===== config.mk =====
export PLATFORM = sky130hd
export DESIGN_NAME = sleep_ctrl
export DESIGN_NICKNAME = d
export VERILOG_FILES = /design/src/sleep_ctrl_pkg.sv /design/src/wake_delay.sv /design/src/sleep_ctrl.sv
export SDC_FILE = /design/constraint.sdc
export NUM_CORES = 1
export LEC_CHECK = 0
export BUFFER_PORTS_ARGS = -buffer_cell sky130_fd_sc_hd__buf_2
export CELL_PAD_IN_SITES_DETAIL_PLACEMENT = 0
export CELL_PAD_IN_SITES_GLOBAL_PLACEMENT = 2
export CORE_AREA = 8 8 91 77
export CTS_CLUSTER_DIAMETER = 80
export DETAILED_ROUTE_END_ITERATION = 10
export DIE_AREA = 0 0 99 85
export GPL_TIMING_DRIVEN = 0
export PLACE_DENSITY = 0.83
export SETUP_SLACK_MARGIN = 0.3
export SLEW_MARGIN = 20
export SYNTH_ARGS = -nofsm -noshare
export SYNTH_HDL_FRONTEND = slang
export SYNTH_HIERARCHICAL = 1
export SYNTH_SLANG_ARGS = --single-unit

===== constraint.sdc =====
create_clock -name core_clk -period 1.7 [get_ports core_clk]
set_input_delay 0.34 -clock core_clk [delete_from_list [all_inputs] [get_ports core_clk]]
set_output_delay 0.34 -clock core_clk [all_outputs]
set_load 0.02 [all_outputs]

===== src/sleep_ctrl_pkg.sv =====
// shared constants and types for the sleep-mode clock controller
package sleep_ctrl_pkg;
    // ==========================================
    // sleep mode field encodings
    localparam logic [2:0] MODE_IDLE = 3'h0;
    localparam logic [2:0] MODE_NOISE = 3'h1;
    localparam logic [2:0] MODE_PDOWN = 3'h2;
    localparam logic [2:0] MODE_PSAVE = 3'h3;
    // ==========================================
    // start-up delay in cycles per clock source fuse setting
    localparam int FUSE_W = 4;
    localparam int DELAY_W = 16;
    localparam logic [DELAY_W-1:0] DELAY_BASE = 16'h0010;
    localparam logic [DELAY_W-1:0] DELAY_MIN = 16'h0001;
    // ==========================================
    // controller states
    typedef enum logic [1:0] {
        ST_RUN = 2'b00,
        ST_SLEEP = 2'b01,
        ST_WAKE = 2'b10
    } sleep_state_t;
endpackage


===== src/wake_delay.sv =====
// start-up delay counter run after wake from an oscillator-stopped sleep
`timescale 1ns/1ps
module wake_delay
    import sleep_ctrl_pkg::*;
(
    // clock and reset
    input wire logic clk,
    input wire logic rst_n,
    // control
    input wire logic start,
    input wire logic [sleep_ctrl_pkg::FUSE_W-1:0] fuses,
    // status
    output logic done
);
    // length grows with the fuse code, never below one cycle
    function automatic logic [DELAY_W-1:0] delay_of(
        input logic [FUSE_W-1:0] f);
        logic [DELAY_W-1:0] d;
        d = DELAY_MIN + (DELAY_BASE * {{(DELAY_W-FUSE_W){1'b0}}, f});
        return d;
    endfunction

    logic [DELAY_W-1:0] cnt_reg;
    logic busy_reg;

    // load on start, count down, flag when spent
    always_ff @(posedge clk or negedge rst_n) begin
        if (!rst_n) begin
            cnt_reg <= '0;
            busy_reg <= 1'b0;
        end else if (start) begin
            cnt_reg <= delay_of(fuses);
            busy_reg <= 1'b1;
        end else if (busy_reg && cnt_reg != '0) begin
            cnt_reg <= cnt_reg - 1'b1;
        end else begin
            busy_reg <= 1'b0;
        end
    end

    assign done = busy_reg && (cnt_reg == '0);
endmodule


===== src/sleep_ctrl.sv =====
// sleep-mode clock gating controller with wake-source qualification
//
// Contract
// - mode 000 plus sleep gates core and program-memory clocks only.
// - idle wakes on external and internal interrupts.
// - idle or noise-reduction with converter enabled starts a conversion.
// - mode 001 gates I/O, core and program-memory clocks.
// - noise-reduction wakes only on its listed sources.
// - mode 010 stops oscillator and all generated clocks.
// - power-down wakes only on resets, address match, external interrupts.
// - wake from power-down waits a fuse-selected start-up delay.
// - mode 011 acts like power-down.
// - comparator disable removes comparator as idle wake source.
`timescale 1ns/1ps
module sleep_ctrl
    import sleep_ctrl_pkg::*;
(
    // clock and reset
    input wire logic core_clk,
    input wire logic reset_n,
    // processor core request
    input wire logic sleep_exec,
    input wire logic sleep_enable,
    input wire logic [2:0] sleep_mode_select,
    // configuration
    input wire logic converter_enable,
    input wire logic comparator_disable,
    input wire logic [sleep_ctrl_pkg::FUSE_W-1:0] clock_source_fuses,
    // wake sources, internal logic on this clock
    input wire logic timer_irq,
    input wire logic serial_irq,
    input wire logic comparator_irq,
    input wire logic conversion_done_irq,
    input wire logic timer2_irq,
    input wire logic store_ready_irq,
    input wire logic addr_match_irq,
    input wire logic reset_req,
    // wake sources from pins
    input wire logic [3:0] upper_external_irq_inputs,
    input wire logic [3:0] lower_external_irq_inputs,
    // clock gates, high means the clock runs
    output logic core_clk_en,
    output logic flash_clk_en,
    output logic io_clk_en,
    output logic osc_en,
    // converter start pulse and status
    output logic conversion_start,
    output logic sleeping
);
    // ==========================================
    // reset release
    logic rst_s1_reg, rst_n_reg;
    always_ff @(posedge core_clk or negedge reset_n) begin
        if (!reset_n) begin
            rst_s1_reg <= 1'b0;
            rst_n_reg <= 1'b0;
        end else begin
            rst_s1_reg <= 1'b1;
            rst_n_reg <= rst_s1_reg;
        end
    end

    // ==========================================
    // pin synchronisers; first stage read only by second
    logic [7:0] ext_s1_reg, ext_s2_reg;
    always_ff @(posedge core_clk or negedge rst_n_reg) begin
        if (!rst_n_reg) begin
            ext_s1_reg <= 8'h00;
            ext_s2_reg <= 8'h00;
        end else begin
            ext_s1_reg <= {upper_external_irq_inputs,
                lower_external_irq_inputs};
            ext_s2_reg <= ext_s1_reg;
        end
    end

    // ==========================================
    // wake qualification per mode
    // a level sampled once counts when it reaches the second sync stage
    wire ext_any = |ext_s2_reg;
    wire idle_wake = ext_any || timer_irq || serial_irq || addr_match_irq
        || conversion_done_irq || timer2_irq || store_ready_irq
        || reset_req || (comparator_irq && !comparator_disable);
    wire noise_wake = conversion_done_irq || reset_req || addr_match_irq
        || timer2_irq || store_ready_irq || ext_any;
    wire pdown_wake = reset_req || addr_match_irq || ext_any;

    logic [2:0] mode_reg, mode_next;
    sleep_state_t state_reg, state_next;
    wire osc_off_mode = (mode_reg == MODE_PDOWN) ||
        (mode_reg == MODE_PSAVE);
    wire legal_mode = (sleep_mode_select <= MODE_PSAVE);
    wire enter = sleep_exec && sleep_enable && legal_mode;
    wire wake_now = (mode_reg == MODE_IDLE) ? idle_wake :
        (mode_reg == MODE_NOISE) ? noise_wake : pdown_wake;
    wire delay_start = (state_reg == ST_SLEEP) && wake_now && osc_off_mode;
    logic delay_done;

    // start-up delay after the oscillator was stopped
    wake_delay u_delay (
        .clk(core_clk),
        .rst_n(rst_n_reg),
        .start(delay_start),
        .fuses(clock_source_fuses),
        .done(delay_done)
    );

    // ==========================================
    // state transitions
    always_comb begin
        state_next = state_reg;
        mode_next = mode_reg;
        case (state_reg)
            ST_RUN: begin
                if (enter) begin
                    state_next = ST_SLEEP;
                    mode_next = sleep_mode_select;
                end
            end
            ST_SLEEP: begin
                if (wake_now) begin
                    state_next = osc_off_mode ? ST_WAKE : ST_RUN;
                end
            end
            ST_WAKE: begin
                if (delay_done) begin
                    state_next = ST_RUN;
                end
            end
            default: state_next = ST_RUN;
        endcase
    end

    always_ff @(posedge core_clk or negedge rst_n_reg) begin
        if (!rst_n_reg) begin
            state_reg <= ST_RUN;
            mode_reg <= MODE_IDLE;
        end else begin
            state_reg <= state_next;
            mode_reg <= mode_next;
        end
    end

    // ==========================================
    // gate outputs registered to avoid glitches on clock enables
    wire asleep_next = (state_next != ST_RUN);
    wire gate_core = asleep_next;
    wire gate_io = asleep_next && (mode_next != MODE_IDLE);
    // oscillator back on in the start-up delay, else it never settles
    wire stop_osc = (state_next == ST_SLEEP) && ((mode_next == MODE_PDOWN) ||
        (mode_next == MODE_PSAVE));
    wire conv_go = (state_reg == ST_RUN) && enter && converter_enable &&
        ((sleep_mode_select == MODE_IDLE) ||
        (sleep_mode_select == MODE_NOISE));

    always_ff @(posedge core_clk or negedge rst_n_reg) begin
        if (!rst_n_reg) begin
            core_clk_en <= 1'b1;
            flash_clk_en <= 1'b1;
            io_clk_en <= 1'b1;
            osc_en <= 1'b1;
            conversion_start <= 1'b0;
            sleeping <= 1'b0;
        end else begin
            core_clk_en <= !gate_core;
            flash_clk_en <= !gate_core;
            io_clk_en <= !gate_io;
            osc_en <= !stop_osc;
            conversion_start <= conv_go;
            sleeping <= asleep_next;
        end
    end

    // ==========================================
    // checks
    a_idle_gating: assert property (
        @(posedge core_clk) disable iff (!rst_n_reg)
        (state_reg == ST_RUN && enter && sleep_mode_select == MODE_IDLE)
        |=> (!core_clk_en && io_clk_en && osc_en))
        else $error("idle gating wrong");
    // enables come back at the very edge that sees the wake source
    a_idle_wake: assert property (
        @(posedge core_clk) disable iff (!rst_n_reg)
        (state_reg == ST_SLEEP && mode_reg == MODE_IDLE && timer_irq)
        |=> core_clk_en)
        else $error("idle no wake");
    a_conv_start: assert property (
        @(posedge core_clk) disable iff (!rst_n_reg)
        (state_reg == ST_RUN && enter && converter_enable &&
        sleep_mode_select == MODE_NOISE) |=> conversion_start)
        else $error("no conversion start");
    a_idle_conv: assert property (
        @(posedge core_clk) disable iff (!rst_n_reg)
        (state_reg == ST_RUN && enter && converter_enable &&
        sleep_mode_select == MODE_IDLE) |=> conversion_start)
        else $error("no idle conversion start");
    a_noise_gating: assert property (
        @(posedge core_clk) disable iff (!rst_n_reg)
        (state_reg == ST_RUN && enter && sleep_mode_select == MODE_NOISE)
        |=> (!io_clk_en && osc_en))
        else $error("noise gating wrong");
    a_noise_block: assert property (
        @(posedge core_clk) disable iff (!rst_n_reg)
        (state_reg == ST_SLEEP && mode_reg == MODE_NOISE && !noise_wake)
        |=> state_reg == ST_SLEEP)
        else $error("noise false wake");
    a_pdown_osc: assert property (
        @(posedge core_clk) disable iff (!rst_n_reg)
        (state_reg == ST_SLEEP && osc_off_mode) |-> !osc_en)
        else $error("oscillator running");
    a_pdown_block: assert property (
        @(posedge core_clk) disable iff (!rst_n_reg)
        (state_reg == ST_SLEEP && osc_off_mode && !pdown_wake)
        |=> state_reg == ST_SLEEP)
        else $error("power-down false wake");
    a_wake_delay: assert property (
        @(posedge core_clk) disable iff (!rst_n_reg)
        delay_start |=> !core_clk_en [*2])
        else $error("start-up delay skipped");
    // core stays gated while the restarted oscillator settles
    a_wake_osc: assert property (
        @(posedge core_clk) disable iff (!rst_n_reg)
        (state_reg == ST_WAKE) |-> (osc_en && !core_clk_en))
        else $error("clock not restarting");
    a_cmp_off: assert property (
        @(posedge core_clk) disable iff (!rst_n_reg)
        (state_reg == ST_SLEEP && mode_reg == MODE_IDLE &&
        !idle_wake && comparator_irq) |=> state_reg == ST_SLEEP)
        else $error("comparator woke");
    a_nop_sleep: assert property (
        @(posedge core_clk) disable iff (!rst_n_reg)
        (state_reg == ST_RUN && sleep_exec && !sleep_enable)
        |=> (core_clk_en && !sleeping))
        else $error("sleep not nop");
endmodule


Word-level counts from Yosys, hierarchy flattened
Index checks and enable logic that the tools add are counted.

Flip-flop bits (word level): 45.

$add $sub $neg: 2. Magnitude comparators: 1. Eq/ne operators: 10. Mux-type cells: 13. Reduce and logical (&&, ||, !) cells: 43.

Operators by type and width (number): 16-bit two-way mux (2); 1-bit logical OR (18); 16-bit zero test (1); 16-bit nonzero test (1); 16-bit by 1-bit subtractor with 16-bit output (second input constant) (1); 3-bit by 2-bit == test with 1-bit output (second input constant) (4); 1-bit logical AND (12); 1-bit by 8-bit adder with 9-bit output (first input constant) (1); 2-bit two-way mux (4); 8-bit OR reduction (1); 3-bit by 1-bit == test with 1-bit output (second input constant) (2); 3-bit zero test (2); 3-bit two-way mux (2); 2-bit case mux with 3 select lines (1); 2-bit by 1-bit == test with 1-bit output (second input constant) (2); 1-bit zero test (4); 1-bit two-way mux (4); 2-bit nonzero test (2); 3-bit by 2-bit less-or-equal comparator with 1-bit output (second input constant) (1); 3-bit nonzero test (1); 2-bit == test (second input constant) (1); 2-bit zero test (1); 2-bit inequality test (second input constant) (1).

Longest topological paths before layout
Gate-level depths: netlist of the first run.

Word-level depth: 15. Mapped depth: 10. Depth with buffers taken out: 10.

Modules after synthesis
Netlist of the first run, hierarchy kept.

Modules (own cells, without submodules): wake_delay (instances 1, cells an instance 100, area each 974.7 µm²); sleep_ctrl (instances 1, cells an instance 59, area each 949.7 µm²).

Worst setup path before layout of the first run
Ideal clock, no wire load.

Path kind: flip-flop to flip-flop. Start: reg u_delay.cnt_reg[0]. End: reg u_delay.cnt_reg[1]. Library setup time: 0.120 ns. Arrival time: 1.853 ns. Data required time: 1.580 ns. Setup slack: -0.273 ns. Cell stages (with the launch flop): 7. Clock period less this slack: 1.973 ns. Path through: dfrtp_1 -> inv_1 -> ha_1 -> or4b_2 -> o41ai_4 -> nor3_1 -> a31o_1.

Cells in the longest elaborated chain, start to end: 3.

Ends and longest elaborated chain: start, declared (RTL line wake_delay.sv:23) `logic [DELAY_W-1:0] cnt_reg;`; start signal, assigned (RTL line wake_delay.sv:32) `cnt_reg <= delay_of(fuses);`; start signal, assigned (RTL line wake_delay.sv:35) `cnt_reg <= cnt_reg - 1'b1;`; 16-bit by 1-bit subtractor with 16-bit output / 16-bit nonzero test (equally long branches) (RTL line wake_delay.sv:35, wake_delay.sv:34); 16-bit two-way mux / 1-bit logical AND (equally long branches) (RTL line wake_delay.sv:34) `end else if (busy_reg && cnt_reg != '0) begin`; 16-bit two-way mux / 2-bit nonzero test (equally long branches).

Several ways; a longest one is shown, not always the timed one. The select of a mux whose other input is x is not followed. A chain may end at the register's enable or synchronous reset.

Worst setup path in the final report of the first run
Start: reg u_delay.cnt_reg[13]. End: reg u_delay.cnt_reg[2].

Cells in the longest elaborated chain, start to end: 3.

Ends and longest elaborated chain (RTL line): 16-bit nonzero test (wake_delay.sv:34); 1-bit logical AND (wake_delay.sv:34); 2-bit nonzero test (no source line).

No other way between the ends.

==> out/results.txt, run 1 <==
status: finished, violations left
failing checks: setup timing
PD cells: 1550 nW/um2
Synth area leader: dfrtp_1
cell area after layout: 2790 um2
Die Y: 85 um
Slew @ Worst Pin: 0.807 ns
Worst Hold Depth: 1
Initial Util: 0.344
GRT Resource Usage Total: 0.0996
Hold Crit Start: upper_external_irq_inputs[0]
Max IR drop VDD: 0.830 mV
Total Power: 4330 uW
detailed placer's ending HPWL: 2910 um
hold path endpoint: ext_s1_reg[4]
worst skew pair latency: 0.28 ns
Final WS setup: -0.271 ns
clk root buf: clkbuf_8
Port Buffers: 34
element type at the critical path end: flop
adder-cell share of the synthesized area: 0.00650
length of the first detailed-routing pass in iterations: 4
Synth Area in XOR/XNOR: 0.00455
synthesized area: 1920 um2
Via Count: 1,459
Sink Count: 45
first-pass GRT wire length: 6870 um
Fmax: 507 MHz
initial DRC count: 68
pin count of the biggest net entering global routing: 32
utilization after layout: 0.498
routed len/inst: 14.6 um
GP Congestion: 0.778
grt met2 use: 0.152
core area: 5600 um2
Reg2Reg Setup Slack: -0.27 ns
DIE AREA: 8420 um2
Yosys top cell area share: 0.546
sequential element share of the synthesized area: 0.587
crit path launch type: flop
max reg flops: 16
Worst-path clk slew: 0.08 ns
Post-Synthesis Cells: 159
GRT met3 Usage: 0.0237
number of synthesized flops with an enable pin: 0
top post-synthesis cells by count: dfrtp_1, nand2_1, nor2_1
reg2reg path depth: 7
Die W: 99 um
final setup vio count: 22
Max Slew Vio Count: 0
GRT overflow: 0
final hold vios: 0
synthesis-to-finish area growth: 45.0%
mux contribution to synthesized area: 0.0176
CTS tree: yes
RR Endpoint: u_delay/cnt_reg[2]
number of fill cells: 503
leakage power: 0.00122 uW
number of max-cap violations: 0
placed cell area: 2300 um2
register bit count reported by yosys: 45
compound-cell area share of the yosys netlist: 0.114
fin crit share: 1.16
synth unique cells: 48
Worst R2R Start: u_delay/cnt_reg[13]
Detail Route Antenna Nets: 0
met1 layer usage reported by global route: 0.137
crit path max fanout: 5
Final min period: 1.97 ns
HP Class: in -> reg
CTS Buffer Depth: 2
relative slew slack: 0.448
critical path required time: 1.88 ns
kind of critical path: reg -> reg
TritonCTS Buffers: 5
Syn Nets: 189
DRC Markers: 0
Post-synth top flop: dfrtp_1
gr busiest metal: met2
Via density: 4.91
top post-synthesis cells by area: dfrtp_1, dfstp_2, nor4_4
layout cells sized above 1: 0.557
WL final: 4340 um
initial antenna violation count: 0
Ys Warns: 6
ant diodes: 0
largest family of logic cells by synthesized area: simple AND/OR/NAND/NOR gates
vias in the first global route: 1,425
RSZ-0062 raised after global routing: yes
H-tree Lvls: 2
Synth async-reset ratio: 1.00
nets@finish: 259
dominant cell by count in the synthesized netlist: dfrtp_1
Rows: 25
# IOs: 35
Post-Synth Simple-Gate Area: 0.246
Setup Skew: 0.00767 ns
crit path DAT: 2.15 ns
Avg Cell Area, Syn: 12.1 um2
## worst max-delay path, stage by stage (launching register included)
cell	delay (ns)
dfrtp_1	0.40
or4_4	0.54
buf_6	0.15
buf_6	0.12
nor4_4	0.30
buf_6	0.17
or3_1	0.13
a21oi_2	0.05
## through the flow
| stage | setup slack, ns | hold WS, ns | setup TNS (ns) | instances |
|---|---|---|---|---|
| 3_3_place_gp | -0.362 | 0.128 | -9.67 | 260 |
| 4_1_cts | -0.276 | 0.147 | -4.30 | 284 |
| 3_5_place_dp | -0.364 | 0.127 | -4.83 | 261 |
| 2_1_floorplan | -0.195 | 0.0444 | -1.15 | 159 |
| 6_report | -0.271 | 0.155 | -4.55 | 297 |
| 5_1_grt | -0.346 | 0.139 | -6.35 | 297 |
## kinds of logic after synthesis
logic type | after synthesis
and+or+nand+nor | 69
DFF | 45
AOI/OAI and AO/OA | 31
buffers and inverters | 8
muxes | 3
adders and majority gates | 1
other | 1
xor gates and xnor gates | 1
## where the power goes
part	internal, uW	switching, uW
Clock	479	326
Sequential	1360	315
Combinational	1020	831
Total	2850	1470
## cells in the final DEF (no fill, tap or decap), drive strengths merged, types with 6 or more instances in the layout
cell type,synthesis,layout
o21ai,8,8
nor3,7,7
nand2,11,11
or4,9,9
nor2,11,11
or3,6,6
a21oi,10,10
clkbuf,2,8
buf,2,65
dfrtp,42,42
## area by class of cell
type	instances	area, um2	area share
plain buffers	4	62.6	0.0224
clock buffers	7	86.3	0.0309
clock inverters	1	30.0	0.0108
inverters	4	22.5	0.00807
multi-input cells	106	921	0.330
flip-flops and latches	45	1130	0.406
well taps	67	83.8	0.0300
repair buffers	63	452	0.162
## layer usage
layer  routed length [um]  share of wire
met4                   29         0.0067
met5                    0              0
met3                   76          0.018
met2                 2140           0.49
met1                 2090           0.48
## worst max path at each step
stage / slack (ns) / depth (start not counted) / startpoint / end
2_1_floorplan: -0.19 / 6 / u_delay/cnt_reg[1] / u_delay/cnt_reg[1]
3_3_place_gp: -0.36 / 9 / u_delay/cnt_reg[1] / sleeping
3_5_place_dp: -0.36 / 9 / u_delay/cnt_reg[1] / sleeping
4_1_cts: -0.28 / 7 / ext_s2_reg[7] / u_delay/cnt_reg[4]
5_1_grt: -0.35 / 6 / u_delay/cnt_reg[13] / u_delay/cnt_reg[7]
6_report: -0.27 / 7 / u_delay/cnt_reg[13] / u_delay/cnt_reg[2]
## what timing repair did
action | in CTS | in global routing
setup endpoints to repair | 24 | 26
gates resized for setup | 13 | 25
pin swaps | 12 | 25
setup buffers | 14 | 11
hold endpoints to repair | 2 | 0
hold buffers | 1 | 0
cloned | 0 | 2
(Power assumes the default switching activity.)
==> run 2, diff against run 1 <==
- PLACE_DENSITY: 0.83 -> 0.82
- SYNTH_HIERARCHICAL: 1 -> not set
==> out/results.txt, run 2 <==
status: finished, violations left (unchanged)
failing checks: setup timing (unchanged)
Worst R2R Start: u_delay.cnt_reg[0] (was u_delay/cnt_reg[13])
Synth async-reset ratio: 1.00 (unchanged)
detailed placer's ending HPWL: 2630 um (was 2910 um)
layout cells sized above 1: 0.482 (was 0.557)
element type at the critical path end: flop (unchanged)
Ys Warns: 0 (was 6)
Final WS setup: -0.107 ns (was -0.271 ns)
GP Congestion: 0.715 (was 0.778)
cell area after layout: 2640 um2 (was 2790 um2)
GRT Resource Usage Total: 0.0999 (was 0.0996)
CTS Buffer Depth: 2 (unchanged)
WL final: 4130 um (was 4340 um)
TritonCTS Buffers: 5 (unchanged)
adder-cell share of the synthesized area: 0.00675 (was 0.00650)
CP max stage delay: 0.54 ns (about the same)
nets@finish: 251 (was 259)
WP depth: 5 (was 7)
Worst-path clk slew: 0.10 ns (was 0.08 ns)
routed len/inst: 14.3 um (was 14.6 um)
RSZ-0062 raised after global routing: yes (unchanged)
Hold Crit Start: lower_external_irq_inputs[2] (was upper_external_irq_inputs[0])
placed cell area: 2180 um2 (was 2300 um2)
vias in the first global route: 1,386 (was 1,425)
reg2reg path depth: 5 (was 7)
fin crit share: 1.06 (was 1.16)
mux contribution to synthesized area: 0.0236 (was 0.0176)
CTS tree: yes (unchanged)
Avg Cell Area, Syn: 11.7 um2 (was 12.1 um2)
H-tree Lvls: 2 (unchanged)
Synth area leader: dfrtp_1 (unchanged)
critical path required time: 1.90 ns (was 1.88 ns)
Die Y: 85 um (unchanged)
Post-Synthesis Cells: 158 (was 159)
crit path max fanout: 3 (was 5)
Rows: 25 (unchanged)
largest family of logic cells by synthesized area: simple AND/OR/NAND/NOR gates (unchanged)
kind of critical path: reg -> reg (unchanged)
Fmax: 554 MHz (was 507 MHz)
relative slew slack: 0.654 (was 0.448)
number of max-cap violations: 0 (unchanged)
Final min period: 1.81 ns (was 1.97 ns)
HP Class: in -> reg (unchanged)
initial antenna violation count: 0 (unchanged)
Syn Nets: 188 (was 189)
CP Buf/Inv Count: 0 (was 3)
# IOs: 35 (unchanged)
CP top delay family: simple AND/OR/NAND/NOR gates (unchanged)
CP max-delay cell: or4b_4 (was or4_4)
DRC Markers: 0 (unchanged)
clk root buf: clkbuf_8 (unchanged)
Post-synth top flop: dfrtp_1 (unchanged)
synthesis-to-finish area growth: 42.3% (was 45.0%)
DIE AREA: 8420 um2 (unchanged)
max reg flops: 16 (unchanged)
Via density: 4.77 (was 4.91)
Post-Synth Simple-Gate Area: 0.223 (was 0.246)
crit path DAT: 2.00 ns (was 2.15 ns)
Max Slew Vio Count: 0 (unchanged)
synth unique cells: 40 (was 48)
dominant cell by count in the synthesized netlist: dfrtp_1 (unchanged)
Max IR drop VDD: 0.623 mV (was 0.830 mV)
Yosys top cell area share: 0.567 (was 0.546)
crit path launch type: flop (unchanged)
Via Count: 1,378 (was 1,459)
pin count of the biggest net entering global routing: 24 (was 32)
ant diodes: 0 (unchanged)
GRT overflow: 0 (unchanged)
Sink Count: 45 (unchanged)
critical path startpoint: u_delay.cnt_reg[0] (was u_delay/cnt_reg[13])
PD cells: 1480 nW/um2 (was 1550 nW/um2)
synthesized area: 1850 um2 (was 1920 um2)
critical path cell sequence: or4b_4 -> or3_4 -> nor4_4 -> xnor2_1 -> nor2_1 (was or4_4 -> buf_6 -> buf_6 -> nor4_4 -> buf_6 -> or3_1 -> a21oi_2)
compound-cell area share of the yosys netlist: 0.0709 (was 0.114)
leakage power: 0.00113 uW (was 0.00122 uW)
final setup vio count: 14 (was 22)
Fin Setup TNS: -0.924 ns (was -4.55 ns)
worst skew pair latency: 0.30 ns (was 0.28 ns)
core area: 5600 um2 (unchanged)
Worst Hold Depth: 1 (unchanged)
top post-synthesis cells by count: dfrtp_1, nor2_1, nand2_1 (was dfrtp_1, nand2_1, nor2_1)
Setup Skew: 0.0104 ns (was 0.00767 ns)
Die W: 99 um (unchanged)
first-pass GRT wire length: 6730 um (was 6870 um)
Slew @ Worst Pin: 0.519 ns (was 0.807 ns)
number of synthesized flops with an enable pin: 0 (unchanged)
commonest cells after routing, fill and taps aside: dfrtp_1, buf_2, buf_4 (unchanged)
DP Worst Slack: -0.255 ns (was -0.364 ns)
Port Buffers: 34 (unchanged)
Synth Area in XOR/XNOR: 0.0473 (was 0.00455)
Detail Route Antenna Nets: 0 (unchanged)
Min Hold Slack: 0.144 ns (was 0.155 ns)
register bit count reported by yosys: 45 (unchanged)
top post-synthesis cells by area: dfrtp_1, dfstp_2, nor2_1 (was dfrtp_1, dfstp_2, nor4_4)
sequential element share of the synthesized area: 0.610 (was 0.587)
final hold vios: 0 (unchanged)
commonest non-fill, non-tap cell in the layout: dfrtp_1 (unchanged)
initial DRC count: 47 (was 68)
length of the first detailed-routing pass in iterations: 4 (unchanged)
Initial Util: 0.331 (was 0.344)
## run 2: changes by cell type after synthesis, moves of 4 or more
cell / delta
nor2b_1: +4
xor2_1: +5
xnor2_1: +4
a21oi_1: -4
or4_1: -5
## run 2: final cells by class
class | instances | area [um2]
Sequential cell | 45 | 1130
Buffer | 4 | 43.8
Multi-Input combinational cell | 106 | 875
Clock inverter | 3 | 47.5
Clock buffer | 5 | 68.8
Fill cell | 523 | 2960
Inverter | 3 | 11.3
Tap cell | 67 | 83.8
Timing Repair Buffer | 56 | 375
## run 2: layer usage
layer	track usage	routed length, um	vias up
li1	-	-	681
met1	0.123	1880	669
met2	0.159	2010	26
met3	0.0343	198	2
met4	0.0348	40	0
met5	0	0	-
## run 2: path summary, 6_finish.rpt
kind	slack [ns]	to
min in group asynchronous	0.25	ext_s2_reg[2]
hold / removal	0.14	ext_s1_reg[2]
setup / recovery	-0.11	u_delay.cnt_reg[13]
setup reg to reg	-0.11	u_delay.cnt_reg[13]
max in group asynchronous	0.88	flash_clk_en
hold reg to reg	0.25	ext_s2_reg[2]
## run 2: logic make-up after synthesis
logic type / Yosys count
adder cells (fa/ha/maj): 1
flip-flops: 45
AO/OA/AOI/OAI: 23
multiplexers: 4
XOR/XNOR: 10
AND/OR/NAND/NOR: 67
buffers and inverters: 7
other: 1
## run 2: per-stage QoR
step / std cells / power [uW] / util
floorplan: 158 / 2380 / -
global placement: 259 / 2600 / 0.385
detailed placement: 260 / 2630 / 0.390
CTS: 283 / 3740 / 0.448
global route: 289 / 4150 / 0.471
finish: 289 / 3900 / 0.471
## run 2: timing repair
| action | CTS | global route |
|---|---|---|
| setup buffers | 14 | 6 |
| setup endpoints to repair | 27 | 27 |
| gates resized for setup | 27 | 19 |
| pin swaps | 17 | 11 |
| hold buffers | 1 | 0 |
| hold endpoints to repair | 2 | 0 |
## run 2: report_power, final
part	internal (uW)	switching, uW
Clock	449	394
Combinational	737	634
Sequential	1370	315
Total	2560	1340
